--- src/sldseq_defines.vh ---
// Timing constants and lamp map for the startup lamp sequencer.
// Assumes a 100 MHz core clock; all times are converted to cycle counts here.
`ifndef SLDSEQ_DEFINES_VH
`define SLDSEQ_DEFINES_VH

`define SLDSEQ_CLK_HZ 100000000
// Durations in milliseconds, each picked inside its allowed range.
`define SLDSEQ_ALL_ON_MS 2000
`define SLDSEQ_STEP_MS 500
`define SLDSEQ_CODE_MS 3000
`define SLDSEQ_DARK_MS 10000
`define SLDSEQ_RESTORE_MS 90000
`define SLDSEQ_BUS_TO_IN_MS 1500
`define SLDSEQ_IN_TO_OUT_MS 17000
// Error-lamp flash of a disabling error, in millihertz.
`define SLDSEQ_FLASH_MHZ 5900
// Battery warning blink half period, one second on and one off.
`define SLDSEQ_BLINK_MS 1000
// Activity lamp stretch so a single bus pulse is visible.
`define SLDSEQ_ACT_MS 50

// Cycle counts are 36 bits wide: the 90 s restore interval overflows 32 bits.
`define SLDSEQ_MS_CYC(ms) ((ms) * (`SLDSEQ_CLK_HZ / 1000) * 36'h0_0000_0001)
// Half period of the flash, rounded down.
`define SLDSEQ_FLASH_HALF_CYC ((`SLDSEQ_CLK_HZ / 2 * 36'h0_0000_03E8) / `SLDSEQ_FLASH_MHZ)

// Number of startup error kinds, and their bit positions.
`define SLDSEQ_NERR 11
`define SLDSEQ_E_BATT 0
`define SLDSEQ_E_CRC_START 1
`define SLDSEQ_E_CRC_MAIN 2
`define SLDSEQ_E_CRC_CFG 3
`define SLDSEQ_E_RAM_LO 4
`define SLDSEQ_E_RAM_HI 5
`define SLDSEQ_E_BUS485 6
`define SLDSEQ_E_RS232 7
`define SLDSEQ_E_FIELD 8
`define SLDSEQ_E_EXP 9
`define SLDSEQ_E_IP 10

// Status lamp bits: 0 bus, 1 serial, 2 ip/ethernet, 3 error.
`define SLDSEQ_ST_BUS 0
`define SLDSEQ_ST_SER 1
`define SLDSEQ_ST_IP 2
`define SLDSEQ_ST_ERR 3

`endif

--- src/sldseq_top.v ---
// Startup lamp sequencer: lamp check, error code display, initialization, live display.
// Assumes self-test results and battery state are settled before the HIGH8 lamp phase ends
// and come from same-clock logic; bus activity and input switches are pins.
`timescale 1ns/1ns
`include "sldseq_defines.vh"
module sldseq_top #(
    parameter [35:0] ALL_ON_CYC = `SLDSEQ_MS_CYC(`SLDSEQ_ALL_ON_MS),
    parameter [35:0] STEP_CYC = `SLDSEQ_MS_CYC(`SLDSEQ_STEP_MS),
    parameter [35:0] CODE_CYC = `SLDSEQ_MS_CYC(`SLDSEQ_CODE_MS),
    parameter [35:0] DARK_CYC = `SLDSEQ_MS_CYC(`SLDSEQ_DARK_MS),
    parameter [35:0] RESTORE_CYC = `SLDSEQ_MS_CYC(`SLDSEQ_RESTORE_MS),
    parameter [35:0] BUS_TO_IN_CYC = `SLDSEQ_MS_CYC(`SLDSEQ_BUS_TO_IN_MS),
    parameter [35:0] IN_TO_OUT_CYC = `SLDSEQ_MS_CYC(`SLDSEQ_IN_TO_OUT_MS),
    parameter [35:0] FLASH_HALF_CYC = `SLDSEQ_FLASH_HALF_CYC,
    parameter [35:0] BLINK_CYC = `SLDSEQ_MS_CYC(`SLDSEQ_BLINK_MS),
    parameter [35:0] ACT_CYC = `SLDSEQ_MS_CYC(`SLDSEQ_ACT_MS)
) (
    // Clock, reset, enable
    input wire core_clk_i,
    input wire sys_rst_i,
    input wire clk_en_i,
    // Self-test results, same clock
    input wire [`SLDSEQ_NERR-1:0] err_detect_i,
    input wire [`SLDSEQ_NERR-1:0] err_disabling_i,
    input wire battery_low_i,
    // Daily and service events, same-clock pulses
    input wire midnight_retest_i,
    input wire service_test_i,
    // Pins
    input wire bus_activity_i,
    input wire [15:0] input_state_i,
    // Program results, same clock
    input wire [15:0] output_state_i,
    // Lamps
    output reg [15:0] input_lamp_o,
    output reg [3:0] status_lamp_o,
    output reg [15:0] output_lamp_o,
    // Archive and restore requests, one-cycle pulses
    output reg archive_req_o,
    output reg restore_req_o,
    // Logged non-disabling errors and progress
    output reg [`SLDSEQ_NERR-1:0] err_log_o,
    output reg startup_done_o
);
    localparam [3:0] ST_ALL = 4'h0;
    localparam [3:0] ST_WALK = 4'h1;
    localparam [3:0] ST_LOW8 = 4'h2;
    localparam [3:0] ST_HIGH8 = 4'h3;
    localparam [3:0] ST_ERR = 4'h4;
    localparam [3:0] ST_DARK = 4'h5;
    localparam [3:0] ST_BUS = 4'h6;
    localparam [3:0] ST_INPUTS = 4'h7;
    localparam [3:0] ST_RUN = 4'h8;

    reg [3:0] state;
    reg [1:0] walk;
    reg [3:0] err_idx;
    reg [`SLDSEQ_NERR-1:0] err_snap;
    reg [`SLDSEQ_NERR-1:0] dis_snap;
    reg restoring;
    reg batt_warn;
    reg enter;
    reg [35:0] enter_cnt;
    reg [1:0] bus_sync;
    reg [15:0] in_meta;
    reg [15:0] in_sync;
    reg [31:0] act_cnt;
    reg [3:0] next_idx;
    reg next_found;
    wire tmr_done;
    wire flash_wave;
    wire blink_wave;
    integer k;

    sldseq_timer u_timer (
        .core_clk_i(core_clk_i),
        .sys_rst_i(sys_rst_i),
        .ce_i(clk_en_i),
        .load_i(enter),
        .count_i(enter_cnt),
        .done_o(tmr_done)
    );

    sldseq_toggle #(
        .HALF(FLASH_HALF_CYC)
    ) u_flash (
        .core_clk_i(core_clk_i),
        .sys_rst_i(sys_rst_i),
        .ce_i(clk_en_i),
        .restart_i(enter),
        .wave_o(flash_wave)
    );

    sldseq_toggle #(
        .HALF(BLINK_CYC)
    ) u_blink (
        .core_clk_i(core_clk_i),
        .sys_rst_i(sys_rst_i),
        .ce_i(clk_en_i),
        .restart_i(1'b0),
        .wave_o(blink_wave)
    );

    // next pending error after the current index
    always @* begin
        next_idx = 4'h0;
        next_found = 1'b0;
        for (k = `SLDSEQ_NERR - 1; k >= 0; k = k - 1) begin
            if (err_snap[k] && (err_idx == 4'hF || k > err_idx)) begin
                next_idx = k[3:0];
                next_found = 1'b1;
            end
        end
    end

    // Pins pass two flops before anything looks at them.
    always @(posedge core_clk_i) begin
        if (sys_rst_i) begin
            bus_sync <= 2'h0;
            in_meta <= 16'h0000;
            in_sync <= 16'h0000;
        end else if (clk_en_i) begin
            bus_sync <= {bus_sync[0], bus_activity_i};
            in_meta <= input_state_i;
            in_sync <= in_meta;
        end
    end

    // Sequencer. The timer is reloaded one cycle after each state entry except ST_RUN, via enter.
    always @(posedge core_clk_i) begin
        if (sys_rst_i) begin
            state <= ST_ALL;
            walk <= 2'h0;
            err_idx <= 4'hF;
            err_snap <= {`SLDSEQ_NERR{1'b0}};
            dis_snap <= {`SLDSEQ_NERR{1'b0}};
            err_log_o <= {`SLDSEQ_NERR{1'b0}};
            restoring <= 1'b0;
            batt_warn <= 1'b0;
            enter <= 1'b1;
            enter_cnt <= ALL_ON_CYC;
            archive_req_o <= 1'b0;
            restore_req_o <= 1'b0;
            startup_done_o <= 1'b0;
        end else if (clk_en_i) begin
            enter <= 1'b0;
            archive_req_o <= 1'b0;
            restore_req_o <= 1'b0;
            if (midnight_retest_i) begin
                archive_req_o <= 1'b1;
            end
            if (midnight_retest_i || service_test_i) begin
                batt_warn <= battery_low_i;
            end
            case (state)
                ST_ALL: begin
                    if (tmr_done) begin
                        state <= ST_WALK;
                        walk <= 2'h0;
                        enter <= 1'b1;
                        enter_cnt <= STEP_CYC;
                    end
                end
                ST_WALK: begin
                    // one status lamp at a time
                    if (tmr_done) begin
                        enter <= 1'b1;
                        enter_cnt <= STEP_CYC;
                        if (walk == 2'h3) begin
                            state <= ST_LOW8;
                        end else begin
                            walk <= walk + 2'h1;
                        end
                    end
                end
                ST_LOW8: begin
                    if (tmr_done) begin
                        state <= ST_HIGH8;
                        enter <= 1'b1;
                        enter_cnt <= STEP_CYC;
                    end
                end
                ST_HIGH8: begin
                    if (tmr_done) begin
                        err_snap <= err_detect_i;
                        dis_snap <= err_disabling_i;
                        err_log_o <= err_detect_i & ~err_disabling_i;
                        batt_warn <= battery_low_i;
                        restoring <= battery_low_i;
                        err_idx <= 4'hF;
                        state <= ST_ERR;
                        enter <= 1'b1;
                        enter_cnt <= 36'h0_0000_0001;
                    end
                end
                ST_ERR: begin
                    if (tmr_done) begin
                        enter <= 1'b1;
                        if (next_found && err_idx != 4'hE) begin
                            err_idx <= next_idx;
                            enter_cnt <= CODE_CYC;
                        end else if (err_idx != 4'hF && err_idx != 4'hE) begin
                            // One blank code slot separates the last code from the dark phase.
                            err_idx <= 4'hE;
                            enter_cnt <= CODE_CYC;
                        end else begin
                            state <= ST_DARK;
                            err_idx <= 4'hF;
                            enter_cnt <= restoring ? RESTORE_CYC : DARK_CYC;
                            restore_req_o <= restoring;
                        end
                    end
                end
                ST_DARK: begin
                    if (tmr_done) begin
                        state <= ST_BUS;
                        enter <= 1'b1;
                        enter_cnt <= BUS_TO_IN_CYC;
                    end
                end
                ST_BUS: begin
                    if (tmr_done) begin
                        state <= ST_INPUTS;
                        enter <= 1'b1;
                        enter_cnt <= IN_TO_OUT_CYC;
                    end
                end
                ST_INPUTS: begin
                    if (tmr_done) begin
                        state <= ST_RUN;
                        startup_done_o <= 1'b1;
                    end
                end
                ST_RUN: begin
                    startup_done_o <= 1'b1;
                end
                default: begin
                    state <= ST_ALL;
                    enter <= 1'b1;
                    enter_cnt <= ALL_ON_CYC;
                end
            endcase
        end
    end

    // Bus activity is stretched so short traffic bursts are still seen.
    always @(posedge core_clk_i) begin
        if (sys_rst_i) begin
            act_cnt <= 32'h0000_0000;
        end else if (clk_en_i) begin
            if (bus_sync[1]) begin
                act_cnt <= ACT_CYC[31:0];
            end else if (act_cnt != 32'h0000_0000) begin
                act_cnt <= act_cnt - 32'h0000_0001;
            end
        end
    end

    // Lamp drivers, all registered.
    always @(posedge core_clk_i) begin
        if (sys_rst_i) begin
            input_lamp_o <= 16'h0000;
            status_lamp_o <= 4'h0;
            output_lamp_o <= 16'h0000;
        end else if (clk_en_i) begin
            input_lamp_o <= 16'h0000;
            status_lamp_o <= 4'h0;
            output_lamp_o <= 16'h0000;
            case (state)
                ST_ALL: begin
                    input_lamp_o <= 16'hFFFF;
                    status_lamp_o <= 4'hF;
                end
                ST_WALK: begin
                    status_lamp_o <= 4'h1 << walk;
                end
                ST_LOW8: begin
                    input_lamp_o <= 16'h00FF;
                end
                ST_HIGH8: begin
                    input_lamp_o <= 16'hFF00;
                end
                ST_ERR: begin
                    if (err_idx < `SLDSEQ_NERR) begin
                        status_lamp_o[`SLDSEQ_ST_ERR] <= dis_snap[err_idx] ? flash_wave : 1'b1;
                        case (err_idx)
                            `SLDSEQ_E_BATT: input_lamp_o[0] <= 1'b1;
                            `SLDSEQ_E_CRC_START: input_lamp_o[3] <= 1'b1;
                            `SLDSEQ_E_CRC_MAIN: input_lamp_o[4] <= 1'b1;
                            `SLDSEQ_E_CRC_CFG: input_lamp_o[5] <= 1'b1;
                            `SLDSEQ_E_RAM_LO: input_lamp_o[6] <= 1'b1;
                            `SLDSEQ_E_RAM_HI: input_lamp_o[7] <= 1'b1;
                            `SLDSEQ_E_BUS485: status_lamp_o[`SLDSEQ_ST_BUS] <= 1'b1;
                            `SLDSEQ_E_RS232: status_lamp_o[`SLDSEQ_ST_SER] <= 1'b1;
                            `SLDSEQ_E_FIELD: input_lamp_o[1] <= 1'b1;
                            `SLDSEQ_E_EXP: input_lamp_o[2] <= 1'b1;
                            `SLDSEQ_E_IP: status_lamp_o[`SLDSEQ_ST_IP] <= 1'b1;
                            default: input_lamp_o <= 16'h0000;
                        endcase
                    end
                end
                ST_DARK: begin
                    input_lamp_o <= 16'h0000;
                end
                ST_BUS: begin
                    status_lamp_o[`SLDSEQ_ST_BUS] <= (act_cnt != 32'h0000_0000);
                end
                ST_INPUTS: begin
                    status_lamp_o[`SLDSEQ_ST_BUS] <= (act_cnt != 32'h0000_0000);
                    input_lamp_o <= in_sync;
                end
                ST_RUN: begin
                    status_lamp_o[`SLDSEQ_ST_BUS] <= (act_cnt != 32'h0000_0000);
                    input_lamp_o <= in_sync;
                    output_lamp_o <= output_state_i;
                    status_lamp_o[`SLDSEQ_ST_ERR] <= batt_warn & blink_wave;
                end
                default: begin
                    input_lamp_o <= 16'h0000;
                end
            endcase
        end
    end
endmodule

--- src/sldseq_timer.v ---
// Loadable down counter that pulses done when a loaded interval expires.
// Assumes load and count come from logic on the same clock.
`timescale 1ns/1ns
module sldseq_timer (
    // Clock and control
    input wire core_clk_i,
    input wire sys_rst_i,
    input wire ce_i,
    // Interval
    input wire load_i,
    input wire [35:0] count_i,
    output reg done_o
);
    reg [35:0] remain;

    always @(posedge core_clk_i) begin
        if (sys_rst_i) begin
            remain <= 36'h0_0000_0000;
            done_o <= 1'b0;
        end else if (ce_i) begin
            done_o <= 1'b0;
            if (load_i) begin
                remain <= count_i;
            end else if (remain != 36'h0_0000_0000) begin
                remain <= remain - 36'h0_0000_0001;
                if (remain == 36'h0_0000_0001) begin
                    done_o <= 1'b1;
                end
            end
        end
    end
endmodule

--- src/sldseq_toggle.v ---
// Free running square wave of a given half period, restartable.
// Assumes restart and enable come from logic on the same clock.
`timescale 1ns/1ns
module sldseq_toggle #(
    parameter [35:0] HALF = 36'h0_0000_0002
) (
    // Clock and control
    input wire core_clk_i,
    input wire sys_rst_i,
    input wire ce_i,
    input wire restart_i,
    // Wave
    output reg wave_o
);
    reg [35:0] cnt;

    always @(posedge core_clk_i) begin
        if (sys_rst_i) begin
            cnt <= 36'h0_0000_0000;
            wave_o <= 1'b0;
        end else if (ce_i) begin
            if (restart_i) begin
                cnt <= 36'h0_0000_0000;
                wave_o <= 1'b1;
            end else if (cnt >= HALF - 36'h0_0000_0001) begin
                cnt <= 36'h0_0000_0000;
                wave_o <= ~wave_o;
            end else begin
                cnt <= cnt + 36'h0_0000_0001;
            end
        end
    end
endmodule

--- config.mk ---
export PLATFORM = sky130hd
export DESIGN_NAME = sldseq_top
export DESIGN_NICKNAME = d
export VERILOG_FILES = /design/src/sldseq_top.v /design/src/sldseq_timer.v /design/src/sldseq_toggle.v
export VERILOG_INCLUDE_DIRS = /design/src
export SDC_FILE = /design/constraint.sdc
export NUM_CORES = 1
export LEC_CHECK = 0
export ABC_AREA = 1
export BUFFER_PORTS_ARGS = -buffer_cell sky130_fd_sc_hd__buf_2
export CORE_MARGIN = 3
export CORE_UTILIZATION = 50
export CTS_BUF_LIST = sky130_fd_sc_hd__clkbuf_8
export DETAILED_ROUTE_END_ITERATION = 8
export PLACE_DENSITY = 0.7
export SYNTH_ARGS = -nofsm -noshare
export SYNTH_HDL_FRONTEND = slang
export SYNTH_HIERARCHICAL = 1
export SYNTH_SLANG_ARGS = --single-unit
--- constraint.sdc ---
create_clock -name core_clk_i -period 3 [get_ports core_clk_i]
set_input_delay 0.15 -clock core_clk_i [delete_from_list [all_inputs] [get_ports core_clk_i]]
set_output_delay 0.15 -clock core_clk_i [all_outputs]
set_load 0.005 [all_outputs]
# Word-level counts from Yosys, hierarchy flattened
# Cells that the tools add are included.
# totals
ff_bits	298
latchBits	0
mem_bits_rw	0
rom_bits	0
inputBits	61
output_inout_bits	50
memories	0
# classes
addsub	5
mul	0
div	0
order_cmp	14
eq_ne	36
shifts	1
mux	97
bitwise_logic	7
n_reduce_logical	48
# op_table
operator	count
36-bit 2-to-1 mux	10
36-bit one-hot mux with 6 select lines	1
4-bit 2-to-1 mux	26
34-bit 2-to-1 mux	3
16-bit one-hot mux with 5 select lines	1
36-bit by 1-bit adder with 36-bit output, second input constant	2
32-bit 2-to-1 mux	2
1-bit 2-to-1 mux	40
36-bit by 1-bit equality test with 1-bit output, second input constant	1
36-bit by 24-bit >= comparator with 1-bit output, second input constant	1
36-bit by 27-bit >= comparator with 1-bit output, second input constant	1
4-bit one-hot mux with 9 select lines	1
36-bit nonzero test	1
36-bit by 1-bit subtractor with 36-bit output, second input constant	1
4-bit by 3-bit equality test with 1-bit output, second input constant	8
32-bit nonzero test	1
32-bit by 1-bit subtractor with 32-bit output, second input constant	1
4-bit equality test, second input constant	5
2-bit by 1-bit inequality test with 1-bit output, second input constant	9
4-bit by 2-bit equality test with 1-bit output, second input constant	4
3-bit by 4-bit > comparator with 1-bit output, first input constant	4
16-bit 2-to-1 mux	1
1-bit logical AND	13
13-bit AND reduction	1
other kinds (34)	70

# Longest topological paths before layout
# Gate-level depths: netlist (run 1).
# logic_depth
depth_word	18
depth_mapped	17

# Cells and area by module
# Netlist (run 1), hierarchy kept.
# by_module_without_submodules
module	instances	cells_per_inst	area_per_inst_um2	seq_area_each_um2
sldseq_top	1	1101	7795.0	3463.3
sldseq_timer	1	503	2846.5	740.7
sldseq_toggle (u_flash)	1	230	1813.0	740.7
sldseq_toggle (u_blink)	1	254	1786.7	740.7

# Least setup slack after synthesis (run 1)
# No wires, ideal clock.
# synth_timing
kind	register to register
from	register act_cnt[0]
to	register act_cnt[20]
setup_time_ns	0.116
arrival_time_ns	1.598
t_required_ns	2.884
slack_ns	1.287
path_stages_with_launch	14
period_less_slack_ns	1.713
path_cell_list	dfxtp_1 -> inv_1 -> ha_1 -> nand2_1 -> nor2_2 -> nand2_1 -> nor2_1 -> nand2_1 -> nand2_4 -> inv_4 -> nand2_1 -> nor3b_1 -> and2_0 -> nor2_1
# synth_via
elab_chain_cells	3
word_cells_on_any_way	6
classes_between	1 x add/sub; 2 x mux; 3 x reduce/logical
# synth_lines
item	line_no	rtl
start: declaration	sldseq_top.v:67	reg [31:0] act_cnt;
start signal: assignment	sldseq_top.v:252	act_cnt <= ACT_CYC[31:0];
start signal: assignment	sldseq_top.v:254	act_cnt <= act_cnt - 32'h0000_0001;
32-bit by 1-bit subtractor with 32-bit output / 32-bit nonzero test (equally long branches)	sldseq_top.v:254, sldseq_top.v:253	
32-bit 2-to-1 mux / 2-bit nonzero test (equally long branches)	n/a	
32-bit 2-to-1 mux / 2-bit AND reduction (equally long branches)	n/a	
# Parallel ways exist; a longest one is shown, timed or not. The select of a mux whose other input is x is not followed.
# A chain may end at the register's enable or synchronous reset.

# Worst setup path after layout (run 1)
# layout_timing
from	register state[1]
to	register err_log_o[4]
# layout_via
elab_chain_cells	2
# layout_lines
item	line_no	rtl
start: declaration	sldseq_top.v:55	reg [3:0] state;
start signal: assignment	sldseq_top.v:132	state <= ST_ALL;
start signal: assignment	sldseq_top.v:158	state <= ST_WALK;
start signal: assignment	sldseq_top.v:170	state <= ST_LOW8;
4-bit by 2-bit equality test with 1-bit output	sldseq_top.v:155	case (state)
3-bit AND reduction (no source line)	n/a	
end signal: assignment	sldseq_top.v:137	err_log_o <= {`SLDSEQ_NERR{1'b0}};
end signal: assignment	sldseq_top.v:187	err_log_o <= err_detect_i & ~err_disabling_i;
end: declaration	sldseq_top.v:42	output reg [`SLDSEQ_NERR-1:0] err_log_o,
# Every way passes these cells.

==> run_results.csv, run 1 <==
group,metric,value,unit
clock_tree,clk_pin_slew,0.06,ns
floorplan,die_w,174.8,µm
floorplan,start_util,0.5098,
sta,worst_pin_slew,1.080,ns
synthesis,synth_edf_count,0,
route,drt_iter0_drc,1020,
floorplan,std_cell_rows,61,
sta,skew,0.02420,ns
worst_setup_path,r2r_slack,0.49,ns
worst_setup_path,worstSetupStartpoint,"state[1]$_SDFFE_PP0P_",
flow_run,maxCapViolCount,0,
sta,max_freq,398.1,MHz
route,drc,0,
worst_setup_path,r2r_end,"err_log_o[4]$_SDFFE_PP0P_",
route,vias,13887,
synthesis,yosys_warnings,6,
global_route,grt_overflow,0,
clock_tree,insertion_delay,0.58,ns
final_layout,final_cell_mix,"nand2_1 (490), nor2_1 (347), dfxtp_1 (284)",
worst_setup_path,crit_family,"simple AND/OR/NAND/NOR gates",
clock_tree,cts_setup_buffers,0,
floorplan,ios,111,
sta,fin_tns_setup,0,ns
clock_tree,numCtsBuffers,50,
outcome,status,"finished, final reports clean",
floorplan,core-area,27930,µm²
worst_setup_path,critical_path_class,"reg -> reg",
place,hpwl,24.59,mm
clock_tree,clockRootBuffer,"clkbuf_8",
final_layout,syn_to_final_growth,17.46,%
worst_setup_path,crit_fanout,17,
power,p_leak,7.144,nW
synthesis,synthArstFlopShare,0,
final_layout,layout.nets,2334,
worst_setup_path,worst-path-stages,9,
global_route,antenna_found_initial,2,
clock_tree,clk_path_buf_depth,3,
hold_path,hp-class,"in -> reg",
sta,hold_viol,0,
place,io_buffers,110,
synthesis,synthCells,2088,
clock_tree,htreeDepth,2,
worst_setup_path,crit_chain,"nand2_1 > nor2_1 > inv_1 > nor2_4 > buf_4 > nand2_1 > or2_2 > dlygate4sd3_1 > a21oi_1",
power,p_total,9.542,mW
route,avgViaCountPerCell,5.174,
place,place.gp.congestion,0.9185,
route,postRouteAntennaNets,0,
sta,setup_violations,0,
global_route,gr-usage-met1,0.3151,
worst_setup_path,arrival,3.02,ns
worst_setup_path,cp_num_buf_inv,3,
sta,fin_crit,2.512,ns
sta,report.final.slew_viol_count,0,
route,postRouteWirelength,36.95,mm
clock_tree,cts.sinks,284,
clock_tree,cts_tree,"done",
worst_setup_path,cpMostUsedCell,"nand2_1",
final_layout,final_common_cell,"nand2_1",
global_route,first_global_vias,13234,
synthesis,synth_area,14240,µm²
power,power_density,570.5,nW/µm²
final_layout,register_area,5685,µm²
worst_setup_path,r2r_start,"state[1]$_SDFFE_PP0P_",
global_route,use_met2,0.3817,
route,dr.pass1.iters,7,
route,detail_route.wl_per_cell,13.77,µm
final_layout,layout-drive-gt1-share,0.1372,
worst_setup_path,r2r_cells,9,
sta,rsz0062_at_grt,"false",
synthesis,synth_seq_area_share,0.3992,
synthesis,synth_ff_type,"dfxtp_1",
floorplan,die_h,174.8,µm
sta,post-route-period-util,0.8373,
power,irDropWorstVdd,444.3,µV
worst_setup_path,cp_slowest_cell,"dlygate4sd3_1",
global_route,met3_usage,0.05302,
global_route,grt_usage,0.2363,
synthesis,synth_seq_cells,284,
worst_setup_path,cp-end-kind,"flop",
final_layout,multiInputGateArea,7493,µm²
synthesis,avgSynthCellArea,6.820,µm²
sta,slew_headroom,0.2776,
synthesis,synth_cell_types,55,
worst_setup_path,startpoint_type,"flop",
global_route,grt_max_degree,77,
worst_setup_path,endpoint,"err_log_o[4]$_SDFFE_PP0P_",
floorplan,dieArea,30540,µm²
global_route,top_usage_layer,"met2",
worst_setup_path,critical_path.max_stage_delay,0.57,ns
worst_setup_path,cp.required,3.50,ns
clock_tree,cts_resized,0,
final_layout,num-fill-cells,2580,
global_route,grt_pass1_wl,62.09,mm
## power by group
group	leakage (nW)	switching (mW)	internal (mW)
Sequential	2.32	0.175	3.97
Combinational	4.23	1.13	0.626
Clock	0.602	1.63	2.01
## per-stage QoR
| stage | hold slack [ns] | area (µm²) | setup slack (ns) | cells | utilization |
|---|---|---|---|---|---|
| 2_1_floorplan | 0.2191 | 14290 | 1.287 | 2101 | - |
| 3_3_place_gp | 0.3708 | 15030 | 0.6931 | 2525 | 0.5380 |
| 3_5_place_dp | 0.3758 | 15030 | 0.6051 | 2525 | 0.5380 |
| 4_1_cts | 0.2964 | 16720 | 0.5604 | 2682 | 0.5986 |
| 5_1_grt | 0.3373 | 16720 | 0.3384 | 2683 | 0.5987 |
| 6_report | 0.3297 | 16730 | 0.4881 | 2684 | 0.5988 |
## worst register-to-register path, delay by kind of cell (launching register included)
| kind | cells | cell delay [ns] |
|---|---|---|
| AOI/OAI and AO/OA | 1 | 0.12 |
| buffers and inverters | 3 | 0.92 |
| DFF | 1 | 0.48 |
| and+or+nand+nor | 5 | 0.93 |
## registers in the layout, indices dropped and copies added, names as in the netlist, 2 cells and up
register,flops
output_lamp_o,16
u_timer/remain,36
in_meta,16
in_sync,16
bus_sync,2
state,4
err_log_o,11
u_flash/cnt,36
act_cnt,32
err_snap,11
status_lamp_o,4
err_idx,4
u_blink/cnt,36
dis_snap,11
walk,2
enter_cnt,22
input_lamp_o,16
## metal layers
| layer | vias to the layer above | part of all wire | routed length (µm) |
|---|---|---|---|
| met5 | - | 0 | 0 |
| met4 | 0 | 0.022 | 806 |
| met3 | 73 | 0.063 | 2311 |
| met2 | 387 | 0.45 | 16730 |
| met1 | 6337 | 0.46 | 17100 |
| li1 | 7090 | - | - |
## cell families after synthesis
family	after synthesis	synth area share
AO/OA/AOI/OAI	360	0.1342
XOR/XNOR	48	0.02952
adder cells (fa/ha/maj)	10	0.008786
buffers and inverters	264	0.07802
flip-flops	284	0.3992
multiplexers	5	0.003514
other	1	0.0002633
AND/OR/NAND/NOR	1116	0.3465
## area by class of cell
| type | instances | area share |
|---|---|---|
| Inverter | 186 | 0.04204 |
| Clock inverter | 26 | 0.007854 |
| Clock buffer | 67 | 0.05513 |
| Timing Repair Buffer | 188 | 0.07854 |
| Multi-Input combinational cell | 1553 | 0.4480 |
| Tap cell | 378 | 0.02827 |
| Sequential cell | 284 | 0.3399 |
| Antenna cell | 2 | 0.0002992 |
## cells in the mapped netlist, types with 8 or more instances
| master | instances | share of area |
|---|---|---|
| a21oi_1 | 167 | 0.059 |
| buf_2 | 15 | 0.0053 |
| buf_6 | 9 | 0.0071 |
| clkbuf_1 | 42 | 0.011 |
| dfxtp_1 | 284 | 0.40 |
| ha_1 | 10 | 0.0088 |
| inv_1 | 172 | 0.045 |
| inv_2 | 12 | 0.0032 |
| nand2_1 | 490 | 0.13 |
| nand2_2 | 16 | 0.0070 |
| nand2_4 | 11 | 0.0087 |
| nand3_1 | 96 | 0.034 |
| nand4_1 | 32 | 0.014 |
| nor2_1 | 347 | 0.091 |
| nor2_2 | 28 | 0.012 |
| nor2_4 | 13 | 0.010 |
| nor3_1 | 37 | 0.013 |
| o21ai_0 | 139 | 0.049 |
| o21ai_1 | 12 | 0.0042 |
| o22ai_1 | 8 | 0.0035 |
| or2_2 | 9 | 0.0040 |
| xnor2_1 | 16 | 0.0098 |
| xor2_1 | 32 | 0.020 |
## timing repair
item	in CTS	in global routing
setup endpoints to repair	0	0
hold buffers	64	0
endpoints found under the hold margin	88	0
## how the worst min path moves through the flow
stage / slack, ns / cells past startpoint / startpoint / end
final: 0.33 / 4 / input_state_i[11] / in_meta[11]$_SDFFE_PP0P_
after global routing: 0.34 / 4 / input_state_i[5] / in_meta[5]$_SDFFE_PP0P_
after CTS: 0.30 / 4 / input_state_i[11] / in_meta[11]$_SDFFE_PP0P_
after detailed placement: 0.38 / 3 / input_state_i[0] / in_meta[0]$_SDFFE_PP0P_
after global placement: 0.37 / 3 / input_state_i[8] / in_meta[8]$_SDFFE_PP0P_
after floorplan: 0.22 / 1 / sys_rst_i / u_flash/cnt[1]$_SDFFE_PP0P_
(Power assumes the default switching activity.)
==> inputs of run 2 (changes only) <==
==> constraint.sdc (replaced) <==
create_clock -name core_clk_i -period 2.5 [get_ports core_clk_i]
set_input_delay 0.125 -clock core_clk_i [delete_from_list [all_inputs] [get_ports core_clk_i]]
set_output_delay 0.125 -clock core_clk_i [all_outputs]
set_load 0.005 [all_outputs]
==> run_results.csv, run 2 (synthesis gave the netlist of run 1 again) <==
group,metric,value,unit
route,drc,0,
final_layout,final_cell_mix,"nand2_1 (489), nor2_1 (346), dfxtp_1 (282)",
final_layout,reg_top3,"u_blink/cnt (36), u_flash/cnt (36), u_timer/remain (36)",
global_route,gr-usage-met1,0.3208,
final_layout,syn_to_final_growth,18.02,%
sta,post-route-period-util,0.9276,
clock_tree,cts.sinks,284,
floorplan,die_h,174.8,µm
power,irDropWorstVdd,485.4,µV
hold_path,whs_path_depth,4,
worst_setup_path,crit_fanout,17,
sta,slew_headroom,0.4724,
floorplan,core-area,27930,µm²
global_route,first_global_vias,13078,
global_route,grt_pass1_wl,62.38,mm
sta,worst_pin_slew,0.7913,ns
route,detail_route.wl_per_cell,13.92,µm
hold_path,hp-class,"in -> reg",
place,place_area,15090,µm²
final_layout,final_common_cell,"nand2_1",
clock_tree,clk_path_buf_depth,3,
clock_tree,clk_pin_slew,0.06,ns
final_layout,fin_area,16810,µm²
outcome,status,"finished, final reports clean",
sta,rsz0062_at_grt,"false",
global_route,top_usage_layer,"met2",
global_route,use_met2,0.3846,
worst_setup_path,arrival,2.83,ns
worst_setup_path,r2r_end,"err_log_o[3]$_SDFFE_PP0P_",
clock_tree,insertion_delay,0.58,ns
worst_setup_path,cp-end-kind,"flop",
worst_setup_path,r2r_slack,0.18,ns
global_route,antenna_found_initial,0,
worst_setup_path,cp.required,3.01,ns
route,drt_iter0_drc,967,
sta,report.final.slew_viol_count,0,
place,io_buffers,110,
final_layout,layout.nets,2341,
place,pre_cts_slack,0.4601,ns
worst_setup_path,r2r_cells,10,
sta,fin_ws,0.1811,ns
worst_setup_path,worstSetupStartpoint,"state[2]$_SDFFE_PP0P_",
route,avgViaCountPerCell,5.177,
place,hpwl,25.33,mm
worst_setup_path,startpoint_type,"flop",
place,place.gp.congestion,0.9340,
floorplan,dieArea,30540,µm²
route,dr.pass1.iters,5,
floorplan,ios,111,
clock_tree,cts_tree,"done",
clock_tree,numCtsBuffers,50,
sta,fin_crit,2.319,ns
clock_tree,clockRootBuffer,"clkbuf_8",
route,vias,13915,
floorplan,start_util,0.5098,
route,postRouteWirelength,37.40,mm
sta,hold_viol,0,
sta,setup_violations,0,
final_layout,fin_cells,2688,
floorplan,die_w,174.8,µm
global_route,grt_max_degree,90,
global_route,grt_overflow,0,
sta,whs,0.3100,ns
worst_setup_path,r2r_start,"state[2]$_SDFFE_PP0P_",
sta,skew,0.02796,ns
hold_path,whs_endpoint,"in_meta[0]$_SDFFE_PP0P_",
power,p_leak,7.183,nW
power,p_total,11.59,mW
worst_setup_path,critical_path_class,"reg -> reg",
final_layout,antenna_cells,0,
hold_path,min-delay-start,"input_state_i[0]",
power,power_density,689.6,nW/µm²
route,postRouteAntennaNets,0,
place,place_inst,2531,
flow_run,maxCapViolCount,0,
final_layout,layout-drive-gt1-share,0.1407,
sta,max_freq,431.2,MHz
clock_tree,cts_setup_buffers,0,
clock_tree,htreeDepth,2,
floorplan,std_cell_rows,61,
global_route,grt_usage,0.2388,
final_layout,fin_util,0.6017,
sta,fin_tns_setup,0,ns
global_route,met3_usage,0.04911,
## run 2: routing by layer
layer	vias up	routed length (µm)
met3	94	2426
met4	0	1038
met5	-	0
met2	387	16750
li1	7100	-
met1	6334	17190
## run 2: where the power goes
group | internal (mW) | leakage (nW) | switching (mW)
sequential | 4.77 | 2.32 | 0.216
combinational | 0.761 | 4.26 | 1.38
clock | 2.51 | 0.607 | 1.95
total | 8.04 | 7.18 | 3.55
## run 2: how the worst max path moves through the flow
stage                     slack, ns                         end  cells past startpoint
after floorplan                0.79    act_cnt[20]$_SDFFE_PP0P_                     13
after global placement         0.53  enter_cnt[15]$_SDFFE_PP1P_                     13
after detailed placement       0.46  enter_cnt[11]$_SDFFE_PP0P_                     10
after CTS                      0.09   err_log_o[4]$_SDFFE_PP0P_                      9
after global routing           0.01   err_log_o[4]$_SDFFE_PP0P_                     10
final                          0.18   err_log_o[3]$_SDFFE_PP0P_                     10
## run 2: area by class of cell
cell class	count	area (µm²)
fill	2616	11130
multi-input combinational	1553	7498
sequential	284	5688
timing repair buffer	195	1381
clock buffer	64	880.8
inverter	186	703.2
tap	378	473.0
clock inverter	28	182.7
## run 2: worst max-delay path, stage by stage (launching register included)
cell and delay (ns):
dfxtp_1 0.34, inv_1 0.11, nand2_2 0.12, nor2_2 0.14, inv_1 0.09, nor2_4 0.09, buf_4 0.22, nand2_1 0.12
or2_2 0.30, dlygate4sd3_1 0.59, a21oi_1 0.12
## run 2: what timing repair did
item | 4_1_cts | 5_1_grt
gates resized for setup | 0 | 4
hold buffers | 65 | 0
endpoints found under the hold margin | 73 | 0
setup endpoints to repair | 0 | 4
